`src/include/usas_pkg.sv`:
```
// shared constants and types for the serial engine address, stall and status logic
package usas_pkg;
   // register selects
   localparam logic [1:0] REG_ADDR = 2'h0;
   localparam logic [1:0] REG_OUT_STALL = 2'h1;
   localparam logic [1:0] REG_IN_STALL = 2'h2;
   localparam logic [1:0] REG_STATUS = 2'h3;

   localparam int NUM_EP = 8;
   localparam logic [7:0] REG_RESET = 8'h00;
   localparam logic [6:0] ADDR_RESET = 7'h00;
   localparam logic [NUM_EP-1:0] STALL_CLEAR = 8'h00;

   // address and wake-up register fields
   localparam int ADDR_MSB = 7;
   localparam int ADDR_LSB = 1;
   localparam int WAKE_BIT = 0;

   // status register fields
   localparam int NAK_MASK_BIT = 7;
   localparam int CRC_BIT = 6;
   localparam int NORESP_BIT = 4;
   localparam int IN_BIT = 3;
   localparam int OUT_BIT = 2;
   localparam int FIFO_ERR_BIT = 1;
   localparam int ADDRESS_UPDATE_TIMING_BIT = 0;
   // flags cleared by writing zero; writing one leaves them alone
   localparam logic [7:0] STATUS_FLAG_MASK = 8'h56;
   localparam logic [7:0] ADDRESS_UPDATE_TIMING_MASK = 8'h01;

   localparam int EP_IDX_W = 3;

   typedef enum logic [1:0] {
      TOK_OUT,
      TOK_IN,
      TOK_SETUP
   } usas_token_t;

   typedef enum logic [1:0] {
      CMD_READ,
      CMD_WRITE,
      CMD_STALL,
      CMD_SET_ADDR
   } usas_cmd_t;
endpackage : usas_pkg

```
`src/include/usas_reg_if.sv`:
```
// register access link between the firmware agent and the serial engine
`timescale 1ns/1ps
`default_nettype none
interface usas_reg_if;
   logic [1:0] regSel;
   logic wrEn;
   logic rdEn;
   logic [7:0] wrData;
   logic [7:0] rdData;
   logic rdValid;
   logic setupSeen;

   modport device (
      input regSel,
      input wrEn,
      input rdEn,
      input wrData,
      output rdData,
      output rdValid,
      output setupSeen
   );

   modport host (
      output regSel,
      output wrEn,
      output rdEn,
      output wrData,
      input rdData,
      input rdValid,
      input setupSeen
   );
endinterface : usas_reg_if
`default_nettype wire

```
`src/rtl/usas_sticky.sv`:
```
// sticky flag: hardware set wins over any clear in the same cycle
`timescale 1ns/1ps
`default_nettype none
module usas_sticky (
   // clock and reset
   input wire logic clk_sys,
   input wire logic rstn,
   // control
   input wire logic setPulse,
   input wire logic clrPulse,
   // state
   output logic flag
);
   logic next_flag;

   always_comb begin
      next_flag = flag;
      if (setPulse) begin
         next_flag = 1'b1;
      end else if (clrPulse) begin
         next_flag = 1'b0;
      end
   end

   always_ff @(posedge clk_sys or negedge rstn) begin
      if (!rstn) begin
         flag <= 1'b0;
      end else begin
         flag <= next_flag;
      end
   end
endmodule : usas_sticky
`default_nettype wire

```
`src/rtl/usas_device.sv`:
```
// serial engine address, stall and status registers with token address check
// Notes on behaviour
// - seven-bit address in upper register bits
// - address register bit zero enables remote wake-up
// - address register resets to zero
// - firmware loads address after setup stage ends
// - one OUT stall bit per endpoint
// - one IN stall bit per endpoint
// - firmware stalls endpoint on improper operation
// - bus reset or setup clears all stalls
// - NAK interrupt unless mask bit set
// - sticky CRC, PID or stuffing error flag
// - sticky no-response error flag
// - read-only flag for current IN token
// - OUT flag set by data, cleared by setup
// - sticky FIFO access error flag
// - address adopted on write or after IN
// - firmware clears update bit after next setup
// - unimplemented bits read as zero
`timescale 1ns/1ps
`default_nettype none
module usas_device (
   // clock and reset
   input wire logic clk_sys,
   input wire logic rstn,
   // register link
   usas_reg_if.device regPort,
   // token events from the receiver
   input wire logic tokenValid,
   input wire usas_pkg::usas_token_t tokenKind,
   input wire logic [6:0] tokenAddr,
   input wire logic busReset,
   input wire logic outDataRx,
   input wire logic inReadDone,
   // error events
   input wire logic crcErr,
   input wire logic pidErr,
   input wire logic stuffErr,
   input wire logic noResponse,
   input wire logic fifoErr,
   input wire logic nakSent,
   // engine outputs
   output logic tokenAccept,
   output logic [6:0] deviceAddr,
   output logic remoteWakeEn,
   output logic [usas_pkg::NUM_EP-1:0] outStall,
   output logic [usas_pkg::NUM_EP-1:0] inStall,
   output logic nakIrq
);
   logic [7:0] addrReg;
   logic nakMask;
   logic asetBit;
   logic addrPending;
   logic inToken;
   logic [7:0] rdData;
   logic rdValid;
   logic setupSeen;

   logic [7:0] next_addrReg;
   logic [usas_pkg::NUM_EP-1:0] next_outStall;
   logic [usas_pkg::NUM_EP-1:0] next_inStall;
   logic next_nakMask;
   logic next_asetBit;
   logic [6:0] next_deviceAddr;
   logic next_addrPending;
   logic next_inToken;
   logic [7:0] next_rdData;
   logic next_rdValid;
   logic next_setupSeen;
   logic next_nakIrq;

   logic wrAddr;
   logic wrOut;
   logic wrIn;
   logic wrStatus;
   logic setupAcc;
   logic crcFlag;
   logic noRespFlag;
   logic outFlag;
   logic fifoFlag;
   logic [7:0] statusValue;

   assign tokenAccept = tokenValid && (tokenAddr == deviceAddr);
   assign setupAcc = tokenAccept && (tokenKind == usas_pkg::TOK_SETUP);

   assign wrAddr = regPort.wrEn && (regPort.regSel == usas_pkg::REG_ADDR);
   assign wrOut = regPort.wrEn && (regPort.regSel == usas_pkg::REG_OUT_STALL);
   assign wrIn = regPort.wrEn && (regPort.regSel == usas_pkg::REG_IN_STALL);
   assign wrStatus = regPort.wrEn && (regPort.regSel == usas_pkg::REG_STATUS);

   assign remoteWakeEn = addrReg[usas_pkg::WAKE_BIT];

   // error and indicator flags
   usas_sticky crcCell (
      .clk_sys(clk_sys),
      .rstn(rstn),
      .setPulse(crcErr || pidErr || stuffErr),
      .clrPulse(wrStatus && !regPort.wrData[usas_pkg::CRC_BIT]),
      .flag(crcFlag)
   );

   usas_sticky noRespCell (
      .clk_sys(clk_sys),
      .rstn(rstn),
      .setPulse(noResponse),
      .clrPulse(wrStatus && !regPort.wrData[usas_pkg::NORESP_BIT]),
      .flag(noRespFlag)
   );

   usas_sticky outCell (
      .clk_sys(clk_sys),
      .rstn(rstn),
      .setPulse(outDataRx),
      .clrPulse(setupAcc
         || (wrStatus && !regPort.wrData[usas_pkg::OUT_BIT])),
      .flag(outFlag)
   );

   usas_sticky fifoCell (
      .clk_sys(clk_sys),
      .rstn(rstn),
      .setPulse(fifoErr),
      .clrPulse(wrStatus && !regPort.wrData[usas_pkg::FIFO_ERR_BIT]),
      .flag(fifoFlag)
   );

   always_comb begin
      statusValue = usas_pkg::REG_RESET;
      statusValue[usas_pkg::NAK_MASK_BIT] = nakMask;
      statusValue[usas_pkg::CRC_BIT] = crcFlag;
      statusValue[usas_pkg::NORESP_BIT] = noRespFlag;
      statusValue[usas_pkg::IN_BIT] = inToken;
      statusValue[usas_pkg::OUT_BIT] = outFlag;
      statusValue[usas_pkg::FIFO_ERR_BIT] = fifoFlag;
      statusValue[usas_pkg::ADDRESS_UPDATE_TIMING_BIT] = asetBit;
   end

   always_comb begin
      next_addrReg = addrReg;
      next_outStall = outStall;
      next_inStall = inStall;
      next_nakMask = nakMask;
      next_asetBit = asetBit;
      next_deviceAddr = deviceAddr;
      next_addrPending = addrPending;
      next_inToken = inToken;
      next_rdData = rdData;
      next_rdValid = 1'b0;
      next_setupSeen = setupAcc;
      next_nakIrq = nakSent && !nakMask;

      if (wrAddr) begin
         next_addrReg = regPort.wrData;
      end

      // hardware clear beats a firmware write in the same cycle
      if (busReset || setupAcc) begin
         next_outStall = usas_pkg::STALL_CLEAR;
         next_inStall = usas_pkg::STALL_CLEAR;
      end else begin
         if (wrOut) begin
            next_outStall = regPort.wrData[usas_pkg::NUM_EP-1:0];
         end
         if (wrIn) begin
            next_inStall = regPort.wrData[usas_pkg::NUM_EP-1:0];
         end
      end

      if (wrStatus) begin
         next_nakMask = regPort.wrData[usas_pkg::NAK_MASK_BIT];
         next_asetBit = regPort.wrData[usas_pkg::ADDRESS_UPDATE_TIMING_BIT];
      end

      // address adoption
      if (wrAddr && !asetBit) begin
         next_deviceAddr =
            regPort.wrData[usas_pkg::ADDR_MSB:usas_pkg::ADDR_LSB];
         next_addrPending = 1'b0;
      end else if (wrAddr) begin
         next_addrPending = 1'b1;
      end else if (addrPending && inReadDone) begin
         next_deviceAddr =
            addrReg[usas_pkg::ADDR_MSB:usas_pkg::ADDR_LSB];
         next_addrPending = 1'b0;
      end

      if (tokenAccept) begin
         next_inToken = (tokenKind == usas_pkg::TOK_IN);
      end else if (busReset) begin
         next_inToken = 1'b0;
      end

      if (regPort.rdEn) begin
         next_rdValid = 1'b1;
         unique case (regPort.regSel)
            usas_pkg::REG_ADDR: next_rdData = addrReg;
            usas_pkg::REG_OUT_STALL: next_rdData = outStall;
            usas_pkg::REG_IN_STALL: next_rdData = inStall;
            usas_pkg::REG_STATUS: next_rdData = statusValue;
         endcase
      end
   end

   always_ff @(posedge clk_sys or negedge rstn) begin
      if (!rstn) begin
         addrReg <= usas_pkg::REG_RESET;
         outStall <= usas_pkg::STALL_CLEAR;
         inStall <= usas_pkg::STALL_CLEAR;
         nakMask <= 1'b0;
         asetBit <= 1'b0;
         deviceAddr <= usas_pkg::ADDR_RESET;
         addrPending <= 1'b0;
         inToken <= 1'b0;
         rdData <= usas_pkg::REG_RESET;
         rdValid <= 1'b0;
         setupSeen <= 1'b0;
         nakIrq <= 1'b0;
      end else begin
         addrReg <= next_addrReg;
         outStall <= next_outStall;
         inStall <= next_inStall;
         nakMask <= next_nakMask;
         asetBit <= next_asetBit;
         deviceAddr <= next_deviceAddr;
         addrPending <= next_addrPending;
         inToken <= next_inToken;
         rdData <= next_rdData;
         rdValid <= next_rdValid;
         setupSeen <= next_setupSeen;
         nakIrq <= next_nakIrq;
      end
   end

   assign regPort.rdData = rdData;
   assign regPort.rdValid = rdValid;
   assign regPort.setupSeen = setupSeen;
endmodule : usas_device
`default_nettype wire

```
`src/flat_wrapper.sv`:
```
// flat-port wrapper written by rule: the top's interface ports become plain ports
module usas_device_flat 
  (clk_sys, rstn, tokenValid, tokenKind, tokenAddr, busReset, outDataRx, inReadDone, crcErr, pidErr, stuffErr, noResponse, fifoErr, nakSent, tokenAccept, deviceAddr, remoteWakeEn, outStall, inStall, nakIrq, regPort_regSel, regPort_wrEn, regPort_rdEn, regPort_wrData, regPort_rdData, regPort_rdValid, regPort_setupSeen);
  usas_reg_if regPort_i ();
  input wire logic clk_sys;
  input wire logic rstn;
  input wire logic tokenValid;
  input wire usas_pkg::usas_token_t tokenKind;
  input wire logic [6:0] tokenAddr;
  input wire logic busReset;
  input wire logic outDataRx;
  input wire logic inReadDone;
  input wire logic crcErr;
  input wire logic pidErr;
  input wire logic stuffErr;
  input wire logic noResponse;
  input wire logic fifoErr;
  input wire logic nakSent;
  output logic tokenAccept;
  output logic [6:0] deviceAddr;
  output logic remoteWakeEn;
  output logic [usas_pkg::NUM_EP-1:0] outStall;
  output logic [usas_pkg::NUM_EP-1:0] inStall;
  output logic nakIrq;
  input wire logic [$bits(regPort_i.regSel)-1:0] regPort_regSel;
  input wire logic [$bits(regPort_i.wrEn)-1:0] regPort_wrEn;
  input wire logic [$bits(regPort_i.rdEn)-1:0] regPort_rdEn;
  input wire logic [$bits(regPort_i.wrData)-1:0] regPort_wrData;
  output wire logic [$bits(regPort_i.rdData)-1:0] regPort_rdData;
  output wire logic [$bits(regPort_i.rdValid)-1:0] regPort_rdValid;
  output wire logic [$bits(regPort_i.setupSeen)-1:0] regPort_setupSeen;
  assign regPort_i.regSel = regPort_regSel;
  assign regPort_i.wrEn = regPort_wrEn;
  assign regPort_i.rdEn = regPort_rdEn;
  assign regPort_i.wrData = regPort_wrData;
  assign regPort_rdData = regPort_i.rdData;
  assign regPort_rdValid = regPort_i.rdValid;
  assign regPort_setupSeen = regPort_i.setupSeen;
  usas_device u_core (.clk_sys(clk_sys), .rstn(rstn), .regPort(regPort_i), .tokenValid(tokenValid), .tokenKind(tokenKind), .tokenAddr(tokenAddr), .busReset(busReset), .outDataRx(outDataRx), .inReadDone(inReadDone), .crcErr(crcErr), .pidErr(pidErr), .stuffErr(stuffErr), .noResponse(noResponse), .fifoErr(fifoErr), .nakSent(nakSent), .tokenAccept(tokenAccept), .deviceAddr(deviceAddr), .remoteWakeEn(remoteWakeEn), .outStall(outStall), .inStall(inStall), .nakIrq(nakIrq));
endmodule
```
`config.mk`:
```
export PLATFORM = sky130hd
export DESIGN_NAME = usas_device_flat
export DESIGN_NICKNAME = d
export VERILOG_FILES = /design/src/include/usas_pkg.sv /design/src/include/usas_reg_if.sv /design/src/rtl/usas_sticky.sv /design/src/rtl/usas_device.sv /design/src/flat_wrapper.sv
export SDC_FILE = /design/constraint.sdc
export NUM_CORES = 1
export LEC_CHECK = 0
export ABC_AREA = 1
export BUFFER_PORTS_ARGS = -buffer_cell sky130_fd_sc_hd__buf_2
export CAP_MARGIN = 20
export CORE_ASPECT_RATIO = 1.25
export CORE_MARGIN = 3
export CORE_UTILIZATION = 30
export CTS_CLUSTER_SIZE = 24
export DETAILED_ROUTE_END_ITERATION = 10
export RECOVER_POWER = 25
export REMOVE_ABC_BUFFERS = 1
export SYNTH_ARGS = -nofsm -noshare
export SYNTH_HDL_FRONTEND = slang
export SYNTH_SLANG_ARGS = --single-unit
```
`constraint.sdc`:
```
create_clock -name clk_sys -period 1.6 [get_ports clk_sys]
set_clock_uncertainty 0.05 [all_clocks]
set_input_delay 0.08 -clock clk_sys [delete_from_list [all_inputs] [get_ports clk_sys]]
set_output_delay 0.08 -clock clk_sys [all_outputs]
set_load 0.05 [all_outputs]
```
Yosys cells after proc, flatten, opt, wreduce, memory -nomap -nowiden
Index checks and enable logic that the tools add are counted.
W data, S select, Z words.
{"block": "classes", "eq_ne": 7, "n_mux": 22, "n_reduce_logical": 34}
{"operator": "$mux W8", "count": 4}
{"operator": "$pmux W8 S4", "count": 1}
{"operator": "$mux W7", "count": 3}
{"operator": "$reduce_bool A2 Y1", "count": 8}
{"operator": "$mux W1", "count": 14}
{"operator": "$logic_and A1 B1 Y1", "count": 13}
{"operator": "$eq A7 B7 Y1", "count": 1}
{"operator": "$eq A2 B2 Y1 const B", "count": 3}
{"operator": "$logic_not A1 Y1", "count": 6}
{"operator": "$eq A2 B1 Y1 const B", "count": 2}
{"operator": "$logic_or A1 B1 Y1", "count": 4}
{"operator": "$reduce_bool A3 Y1", "count": 1}
{"operator": "$logic_not A2 Y1", "count": 1}
{"operator": "$ne A2 B2 Y1 const B", "count": 1}
{"operator": "$reduce_and A2 Y1", "count": 1}
{"block": "word_totals", "reg_bits": 50, "inputBits": 33, "output_inout_bits": 36, "word_cells": 79}

Depth between registers and ports, before layout
Gate-level depths: netlist (run 1).
{"block": "logic_depth", "word_depth": 6, "depth_mapped": 10, "mapped_depth_nobuf": 9}

By module
A second synthesis (run 1) with hierarchy kept.
{"block": "hier_totals", "hier_cells": 299, "area_unflattened_um2": 2497.4}
{"mod": "usas_device", "instances": 1, "cells_per_inst": 279, "area_per_inst_um2": 2337.2, "seq_area_each_um2": 1151.1}
{"mod": "usas_sticky", "instances": 4, "cells_per_inst": 5, "area_per_inst_um2": 40.0, "seq_area_each_um2": 25.0}

Least setup slack after synthesis (run 1)
OpenSTA, ideal clock, no wires.
{"block": "synth_path", "kind": "register -> register", "start": "register u_core.deviceAddr[6]", "end": "register u_core.inStall[6] (netlist name)", "setup_ns": 0.121, "arrival_ns": 1.531, "required_ns": 1.429, "slack_ns": -0.101, "path_stages_with_launch": 11, "n_path_buf": 1, "synth_period_minus_slack_ns": 1.701, "path_cell_list": "dfrtp_1 inv_1 nand2_1 nand2_1 inv_1 nand2_1 nor2_1 nand3_1 clkbuf_1 nand4_1 nand2_1"}
{"block": "synth_between", "elab_chain_len": 5, "elab_cells_between_ends": 6}
{"element": "from (decl)", "line_no": "usas_device.sv:44", "source": "output logic [6:0] deviceAddr,"}
{"element": "from (signal assigned)", "line_no": "usas_device.sv:211", "source": "deviceAddr <= usas_pkg::ADDR_RESET;"}
{"element": "from (signal assigned)", "line_no": "usas_device.sv:224", "source": "deviceAddr <= next_deviceAddr;"}
{"element": "$eq A7 B7 Y1 *", "line_no": "usas_device.sv:83", "source": "assign tokenAccept = tokenValid && (tokenAddr == deviceAddr);"}
{"element": "$logic_and A1 B1 Y1 *", "line_no": "usas_device.sv:83"}
{"element": "$logic_and A1 B1 Y1 *", "line_no": "usas_device.sv:84", "source": "assign setupAcc = tokenAccept && (tokenKind == usas_pkg::TOK_SETUP);"}
{"element": "$logic_or A1 B1 Y1 *", "line_no": "usas_device.sv:157", "source": "if (busReset || setupAcc) begin"}
{"element": "$mux W8 or $reduce_bool A2 Y1 (tied branches)"}
{"element": "to (signal assigned)", "line_no": "usas_device.sv:208", "source": "inStall <= usas_pkg::STALL_CLEAR;"}
{"element": "to (signal assigned)", "line_no": "usas_device.sv:221", "source": "inStall <= next_inStall;"}
{"element": "to (decl)", "line_no": "usas_device.sv:47", "source": "output logic [usas_pkg::NUM_EP-1:0] inStall,"}
Every way passes the cells marked *; elsewhere a longest branch is shown, timed or not.
A chain may end at the register's enable or synchronous reset.

Worst setup path after layout (run 1)
{"block": "layout_path", "start": "register u_core.deviceAddr[3]", "end": "output port tokenAccept"}
{"block": "layout_between", "elab_chain_len": 2}
{"element": "$eq A7 B7 Y1", "line_no": "usas_device.sv:83"}
{"element": "$logic_and A1 B1 Y1", "line_no": "usas_device.sv:83"}
{"element": "to (decl)", "line_no": "flat_wrapper.sv:19", "source": "output logic tokenAccept;"}
No other way between the ends.

==> impl_summary.txt, run 1 <==
----------------------------------------------------
[Routing]
  Routed wirelength normalized by instance count ... ~14 um
  Drt first pass iters ... 4
  DR iter-0 viols ... 160
  Antenna viol nets, final ... 0
  DRC violations left ... 0
  Drt via density ... just under 5
  Total Wirelength ... between 7000 and 8000 um
  Count of vias placed by the detailed router ... ~2400

[GRT]
  Number of global-route vias before repair ... 2300
  Initial antenna violation count ... 0
  Pin count of the biggest net entering global routing ... 34
  Congestion Overflow GR ... 0
  First-pass GRT wire length ... between 10000 and 15000 um
  GR Util All Layers ... 15.8%

[Timing]
  Slew at the pin with the worst max-slew slack ... around 1.2 ns
  Highest clock frequency the design can meet ... around 640 MHz
  RSZ-0062 raised after global routing ... true
  Count of final max-slew check failures ... 0
  Fin crit period ... 1.57 ns
  Final setup violation count ... 0
  Number of hold-slack violations in the final timing report ... 0
  Hold_ws ... roughly 0.0047 ns
  Slew margin rel. ... 23.2%
  Setup TNS after final layout ... 0 ns
  Share of the clock period used by the worst path ... 97.9%

[Place]
  Count of buffers from port buffering ... approximately 70
  Estimated wirelength of the detail-placed design ... 5120 um
  Final weighted congestion in routability-driven placement ... around 0.83

[Setup path]
  WS Path Type ... reg -> out
  Library cell contributing the largest single delay on the critical path ... sky130_fd_sc_hd__dfrtp_1
  Combined buffer and inverter count along the critical path ... 3
  Kind of end point of the critical path ... primary output
  Critical path, cell by cell ... nand2_1 -> nand2_1 -> inv_1 -> nand2_1 -> nor2_4 -> nand2_2 -> inv_2 -> buf_6
  Crit Path Max Fanout ... 4
  Critical path's top delay family ... simple AND/OR/NAND/NOR gates
  Worst Path Arrival ... around 1.4 ns
  Worst Setup Start Kind ... flop
  Data required time of the critical path ... between 1 and 1.5 ns
  Top cell by count, worst path ... sky130_fd_sc_hd__nand2_1
  Maximum single-stage delay on the critical path ... about 0.42 ns

[Synth]
  Post-synthesis register bit count ... 50
  Post-synthesis sequential area ratio ... ~50%
  Yosys warning count ... 0
  Area of the mapped netlist ... 2450 um2
  Library cells used by synthesis ... 23
  Synth Area per Inst ... between 8 and 9 um2
  Gate count after technology mapping ... between 300 and 400

[Layout]
  Total area of multi-input combinational cells ... between 900 and 1000 um2
  Share of final-layout standard cells stronger than drive strength 1 ... roughly 27%
  Filler Cell Count ... between 800 and 900
  Number of nets in the layout ... around 430
  Area grow syn2layout ... 34.0%
  Final core area utilization ... 41.6%
  # diodes ... 0
  Sequential cell area ... 1250 um2

[Power]
  Leakage Power ... 1.77 nW
  Power density normalized to cell area ... between 1000 and 1500 nW/um2
  Maximum ir drop on the vdd rail ... 0.551 mV
  Overall power ... 3.41 mW

[Floorplanning]
  Chip width ... approximately 87 um
  Ports placed on the boundary ... between 60 and 70
  Die height ... 107 um
  Area of the die ... ~9300 um2
  Core area ... 7880 um2
  Num rows ... 36
  Initial core utilization ... between 30% and 40%

[Clock tree]
  Clock transition at the register clock pins on the worst setup and hold paths after CTS ... 0.10 ns
  Maximum level of the CTS H-tree ... 2
  Skew-Pair Late Insertion Delay ... 0.31 ns
  # clock sinks ... 50
  Worst-case clock buffer depth ... 2
  Clock tree from TritonCTS ... done
  CTS root buffer ... sky130_fd_sc_hd__clkbuf_8
  Clock buffers created by TritonCTS ... 5

[Status]
  Result of the run ... completed

[Hold path]
  Tightest Hold Check Type ... in -> reg

[Flow run]
  Max-capacitance violation count ... 0

----------------------------------------------------
cell type report:
class | instances | area share [%]
clock buffers | 5 | 2.10
clock inverters | 3 | 1.37
inverters | 45 | 5.15
multi-input cells | 199 | 30.4
flip-flops and latches | 50 | 38.1
well taps | 95 | 3.62
repair buffers | 95 | 19.3
per-layer routing:
layer | GRT usage, % | vias up | share of wire [%] | routed length (um)
met5 | 0 | - | 0 | 0
met4 | 5.12 | 0 | 1.4 | 100
met3 | 3.07 | 8 | 5.5 | 389
met2 | 25.6 | 69 | 51 | 3620
met1 | 21.0 | 1111 | 42 | 2960
li1 | - | 1181 | - | -
through the flow:
step           instance area, um2  worst slack (ns)  instances
2_1_floorplan                2380            -0.478        294
3_3_place_gp                 2940             0.138        467
3_5_place_dp                 2940             0.110        467
4_1_cts                      3180           0.00686        486
5_1_grt                      3280           -0.0924        492
6_report                     3280            0.0340        492
flip-flops by register name, indices dropped and copies added, names as in the netlist:
register	count
u_core.noRespCell.flag	1
u_core.outStall	8
u_core.asetBit	1
u_core.addrReg	8
u_core.inToken	1
u_core.regPort.rdValid	1
u_core.addrPending	1
u_core.outCell.flag	1
u_core.regPort.rdData	8
u_core.regPort.setupSeen	1
u_core.fifoCell.flag	1
u_core.crcCell.flag	1
u_core.nakMask	1
u_core.inStall	8
u_core.nakIrq	1
u_core.deviceAddr	7
power by group:
group,total (mW),switching (mW),internal (mW),leakage [nW]
clock network,0.916,0.450,0.466,0.0504
registers,1.51,0.108,1.40,0.622
logic,0.988,0.697,0.291,1.10
worst paths after layout:
check / depth (start not counted) / start / to / slack [ns]
max: 8 / u_core.deviceAddr[3] / tokenAccept / 0.03
min: 3 / regPort_wrData[5] / u_core.outStall[5] / 0.005
max reg2reg: 10 / u_core.deviceAddr[3] / u_core.inStall[3] / 0.05
min reg2reg: 1 / u_core.nakMask / u_core.nakIrq / 0.41
max in group asynchronous: 3 / rstn / u_core.regPort.rdValid / 0.30
min in group asynchronous: 2 / rstn / u_core.crcCell.flag / 0.46
cell families after synthesis:
kind of cell | Yosys count | synth area share, %
buffers and inverters | 56 | 9.50
and+or+nand+nor | 148 | 27.7
AOI/OAI and AO/OA | 51 | 11.7
DFF | 50 | 51.1
cell usage in the layout (no fill, tap or decap), types with 3 or more instances in the layout:
master	count
sky130_fd_sc_hd__nand2_1	78
sky130_fd_sc_hd__buf_2	65
sky130_fd_sc_hd__dfrtp_1	50
sky130_fd_sc_hd__inv_1	41
sky130_fd_sc_hd__nand4_1	32
sky130_fd_sc_hd__nor2_1	20
sky130_fd_sc_hd__a21oi_1	18
sky130_fd_sc_hd__o21ai_0	16
sky130_fd_sc_hd__buf_4	11
sky130_fd_sc_hd__dlygate4sd3_1	10
sky130_fd_sc_hd__o21ai_1	7
sky130_fd_sc_hd__clkbuf_8	5
sky130_fd_sc_hd__nand3_1	4
sky130_fd_sc_hd__nor2_2	4
sky130_fd_sc_hd__a41oi_1	4
sky130_fd_sc_hd__nor2_4	3
sky130_fd_sc_hd__inv_2	3
sky130_fd_sc_hd__o21bai_1	3
sky130_fd_sc_hd__clkbuf_1	3
worst register-to-register path, delay by kind of cell, from the launching register on:
kind	cells	cell delay (ns)
buf+inv	3	0.38
flops	1	0.42
simple gates	7	0.59
repair_timing:
item | 4_1_cts | 5_1_grt
hold endpoints to repair | 27 | 0
buffers inserted | 1 | 3
gates resized for setup | 5 | 7
hold buffers | 10 | 0
setup endpoints to repair | 1 | 18
gates cloned | 0 | 3
pin swaps | 1 | 3
synth_stat cells:
library cell,instances,area share [%]
sky130_fd_sc_hd__nand3_1,5,1.0
sky130_fd_sc_hd__inv_2,1,0.15
sky130_fd_sc_hd__nand4_1,32,8.2
sky130_fd_sc_hd__o21ai_2,2,0.72
sky130_fd_sc_hd__nor2_2,4,1.0
sky130_fd_sc_hd__nor2_4,1,0.46
sky130_fd_sc_hd__a31oi_1,1,0.26
sky130_fd_sc_hd__o21ai_0,16,3.3
sky130_fd_sc_hd__o21ai_1,7,1.4
sky130_fd_sc_hd__o21bai_1,3,0.92
sky130_fd_sc_hd__buf_1,2,0.31
sky130_fd_sc_hd__nor2_1,22,3.4
sky130_fd_sc_hd__inv_1,43,6.6
sky130_fd_sc_hd__nand2_1,80,12
sky130_fd_sc_hd__a41oi_1,4,1.4
sky130_fd_sc_hd__dfrtp_1,50,51
sky130_fd_sc_hd__clkinv_1,1,0.15
sky130_fd_sc_hd__clkbuf_1,6,0.92
sky130_fd_sc_hd__buf_6,3,1.4
sky130_fd_sc_hd__nor3_1,1,0.20
sky130_fd_sc_hd__nand2_4,2,0.92
sky130_fd_sc_hd__a21oi_1,18,3.7
sky130_fd_sc_hd__or2_1,1,0.26
Power figures use the tool's default switching activity.
==> run 2, diff against run 1 <==
--- a/config.mk
+++ b/config.mk
@@ -14,7 +14,6 @@
 export CTS_CLUSTER_SIZE = 24
 export DETAILED_ROUTE_END_ITERATION = 10
 export RECOVER_POWER = 25
-export REMOVE_ABC_BUFFERS = 1
 export SYNTH_ARGS = -nofsm -noshare
 export SYNTH_HDL_FRONTEND = slang
 export SYNTH_SLANG_ARGS = --single-unit
==> run 2 against run 1 <==
  * First-iteration DRC count is 29% lower
  * Sequential share of layout area rose by 2.0 points
  * Via count decreased by 3.8%
  * Flip-flop and latch count stayed put
  * Final cell count shrank 1.4%
  * Critical path type unchanged
==> impl_summary.txt, run 2 (synthesized netlist as in run 1, its figures left out) <==
----------------------------------------------------
[Setup path]
  WS Path Type ... reg -> out
  Maximum single-stage delay on the critical path ... 0.45 ns (+0.03 ns)
  Library cell contributing the largest single delay on the critical path ... sky130_fd_sc_hd__dfrtp_2
  Kind of end point of the critical path ... primary output
  Worst Setup Start Kind ... flop
  Reg2reg path depth ... 9 (-1)
  Data required time of the critical path ... 1.47 ns (about the same)
  Crit Path Max Fanout ... 4 (unchanged)
  Critical path, cell by cell ... nand2_2 -> nand2_1 -> inv_1 -> nand2_2 -> nor2_2 -> nand2_1 -> inv_1 -> buf_6
  Worst Path Arrival ... 1.37 ns (-0.07 ns)

[Layout]
  # diodes ... 0 (unchanged)
  Commonest non-fill, non-tap cells in the layout ... sky130_fd_sc_hd__nand2_1 (75), sky130_fd_sc_hd__buf_2 (65), sky130_fd_sc_hd__dfrtp_1 (43)
  Filler Cell Count ... 841 (+2.4%)
  Number of nets in the layout ... 422 (-1.6%)
  Area grow syn2layout ... 28.2%
  Most common cell after layout, fill and taps aside ... sky130_fd_sc_hd__nand2_1
  Final Instance Area ... 3140 um2 (-4.3%)
  Share of final-layout standard cells stronger than drive strength 1 ... 28.2% (+1.3 points)
  Total area of multi-input combinational cells ... 980 um2 (-1.8%)
  Sequential cell area ... 1260 um2 (+0.70%)

[Timing]
  Highest clock frequency the design can meet ... 666 MHz (+4.3%)
  Hold_ws ... 0.0124 ns (+0.00767 ns)
  RSZ-0062 raised after global routing ... true
  Number of hold-slack violations in the final timing report ... 0 (unchanged)
  Fin crit period ... 1.50 ns (-0.0646 ns)
  Slew at the pin with the worst max-slew slack ... 0.984 ns (-0.168 ns)
  Final setup violation count ... 0 (unchanged)
  Count of final max-slew check failures ... 0 (unchanged)
  Share of the clock period used by the worst path ... 93.8% (-4.0 points)
  Slew margin rel. ... 34.4% (+11 points)

[Hold path]
  Tightest Hold Check Type ... in -> reg
  Number of instances on the worst hold path ... 3 (unchanged)

[Routing]
  Total Wirelength ... 6650 um (-6.0%)
  Drt via density ... 4.70 (-2.4%)
  Count of vias placed by the detailed router ... 2279 (-3.8%)
  Antenna viol nets, final ... 0 (unchanged)
  Drt first pass iters ... 4 (unchanged)
  Routed wirelength normalized by instance count ... 13.7 um (-4.7%)
  DRC violations left ... 0 (unchanged)
  DR iter-0 viols ... 113 (-29%)

[Floorplanning]
  Num rows ... 36 (unchanged)
  Die height ... 107 um (unchanged)
  Core area ... 7880 um2 (unchanged)
  Chip width ... 86.8 um (unchanged)
  Area of the die ... 9290 um2 (unchanged)
  Ports placed on the boundary ... 69 (unchanged)
  Initial core utilization ... 31.1% (unchanged)

[GRT]
  Congestion Overflow GR ... 0 (unchanged)
  Initial antenna violation count ... 0 (unchanged)
  Pin count of the biggest net entering global routing ... 35 (+2.9%)
  Number of global-route vias before repair ... 2158 (-6.2%)
  GR Util All Layers ... 14.5% (-1.3 points)
  First-pass GRT wire length ... 10600 um (-9.0%)

[Clock tree]
  Skew-Pair Late Insertion Delay ... 0.30 ns (about the same)
  Clock transition at the register clock pins on the worst setup and hold paths after CTS ... 0.09 ns (about the same)
  Worst-case clock buffer depth ... 2 (unchanged)
  Clock buffers created by TritonCTS ... 5 (unchanged)
  Maximum level of the CTS H-tree ... 2 (unchanged)
  Clock tree from TritonCTS ... done
  CTS root buffer ... sky130_fd_sc_hd__clkbuf_8
  # clock sinks ... 50 (unchanged)

[Power]
  Power density normalized to cell area ... 1020 nW/um2 (-2.2%)
  Switching power ... 1.20 mW (-4.4%)
  Power share of the combinational group ... 30.1% (+1.1 points)
  Cell-internal power ... 1.99 mW (-7.7%)
  Leakage Power ... 1.71 nW (-3.8%)
  Share of total power consumed by net switching ... 37.6% (+0.81 points)
  Share of power burned in the clock network ... 22.3% (-4.5 points)
  Maximum ir drop on the vdd rail ... 0.518 mV (-6.1%)
  Sequential share of power ... 47.7% (+3.5 points)
  Overall power ... 3.19 mW (-6.5%)

[Place]
  Final weighted congestion in routability-driven placement ... 0.823 (-0.41%)
  Estimated wirelength of the detail-placed design ... 5160 um (+0.77%)
  Area after detailed placement ... 2950 um2 (+0.30%)
  Count of buffers from port buffering ... 68 (unchanged)

[Status]
  Result of the run ... completed

[Synth]
  Synth Net Count ... between 300 and 400

[Flow run]
  Max-capacitance violation count ... 0 (unchanged)

----------------------------------------------------
-- run 2: path summary, 6_finish.rpt --
path	slack, ns	start	to
min in group asynchronous	0.41	rstn	u_core.deviceAddr[0]
worst max register to register	0.20	u_core.deviceAddr[2]	u_core.outCell.flag
worst min register to register	0.43	u_core.nakMask	u_core.nakIrq
worst min-delay path	0.01	tokenKind[0]	u_core.inToken
max in group asynchronous	0.38	rstn	u_core.fifoCell.flag
worst max-delay path	0.1	u_core.deviceAddr[2]	tokenAccept
-- run 2: worst max-delay path, delay by kind of cell, from the launching register on --
family,cells,cell delay [ns]
DFF,1,0.45
buffers and inverters,3,0.28
and+or+nand+nor,5,0.35
-- run 2: power groups by stage --
stage / Sequential, mW / Clock, mW / Combinational, mW
detailed placement: 1.54 / 0 / 0.918
global placement: 1.54 / 0 / 0.906
floorplan: 1.87 / 0 / 0.305
finish: 1.52 / 0.711 / 0.959
global route: 1.54 / 0.781 / 1.06
CTS: 1.52 / 0.735 / 0.931
-- run 2: cell type report --
type | instances | share of cell area, %
Tap cell | 95 | 3.79
Clock buffer | 6 | 2.31
Timing Repair Buffer | 88 | 16.9
Sequential cell | 50 | 40.1
Multi-Input combinational cell | 199 | 31.2
Clock inverter | 2 | 0.319
Inverter | 45 | 5.38
-- run 2: layer usage --
layer | GRT usage, % | wire, um | vias to the layer above
met5 | 0 | 0 | -
met4 | 4.23 | 89 | 0
met3 | 2.46 | 282 | 6
met2 | 26.4 | 3540 | 56
met1 | 17.2 | 2740 | 1046
li1 | - | - | 1171
-- run 2: repair_timing --
action / CTS / global route
hold endpoints to repair: 21 / 0
resized for setup: 1 / 11
buffers inserted: 0 / 3
pin swaps: 0 / 7
hold buffers: 7 / 0
setup endpoints to repair: 1 / 1
-- run 2: per-stage QoR --
| stage | setup slack [ns] | instances | utilization, % | TNS (ns) |
|---|---|---|---|---|
| after floorplan | 0.0417 | 305 | - | 0 |
| after global placement | 0.223 | 467 | 37.5 | 0 |
| after detailed placement | 0.211 | 467 | 37.5 | 0 |
| after CTS | 0.0264 | 482 | 39.4 | 0 |
| after global routing | -0.0283 | 485 | 39.8 | -0.0283 |
| final | 0.0986 | 485 | 39.8 | 0 |
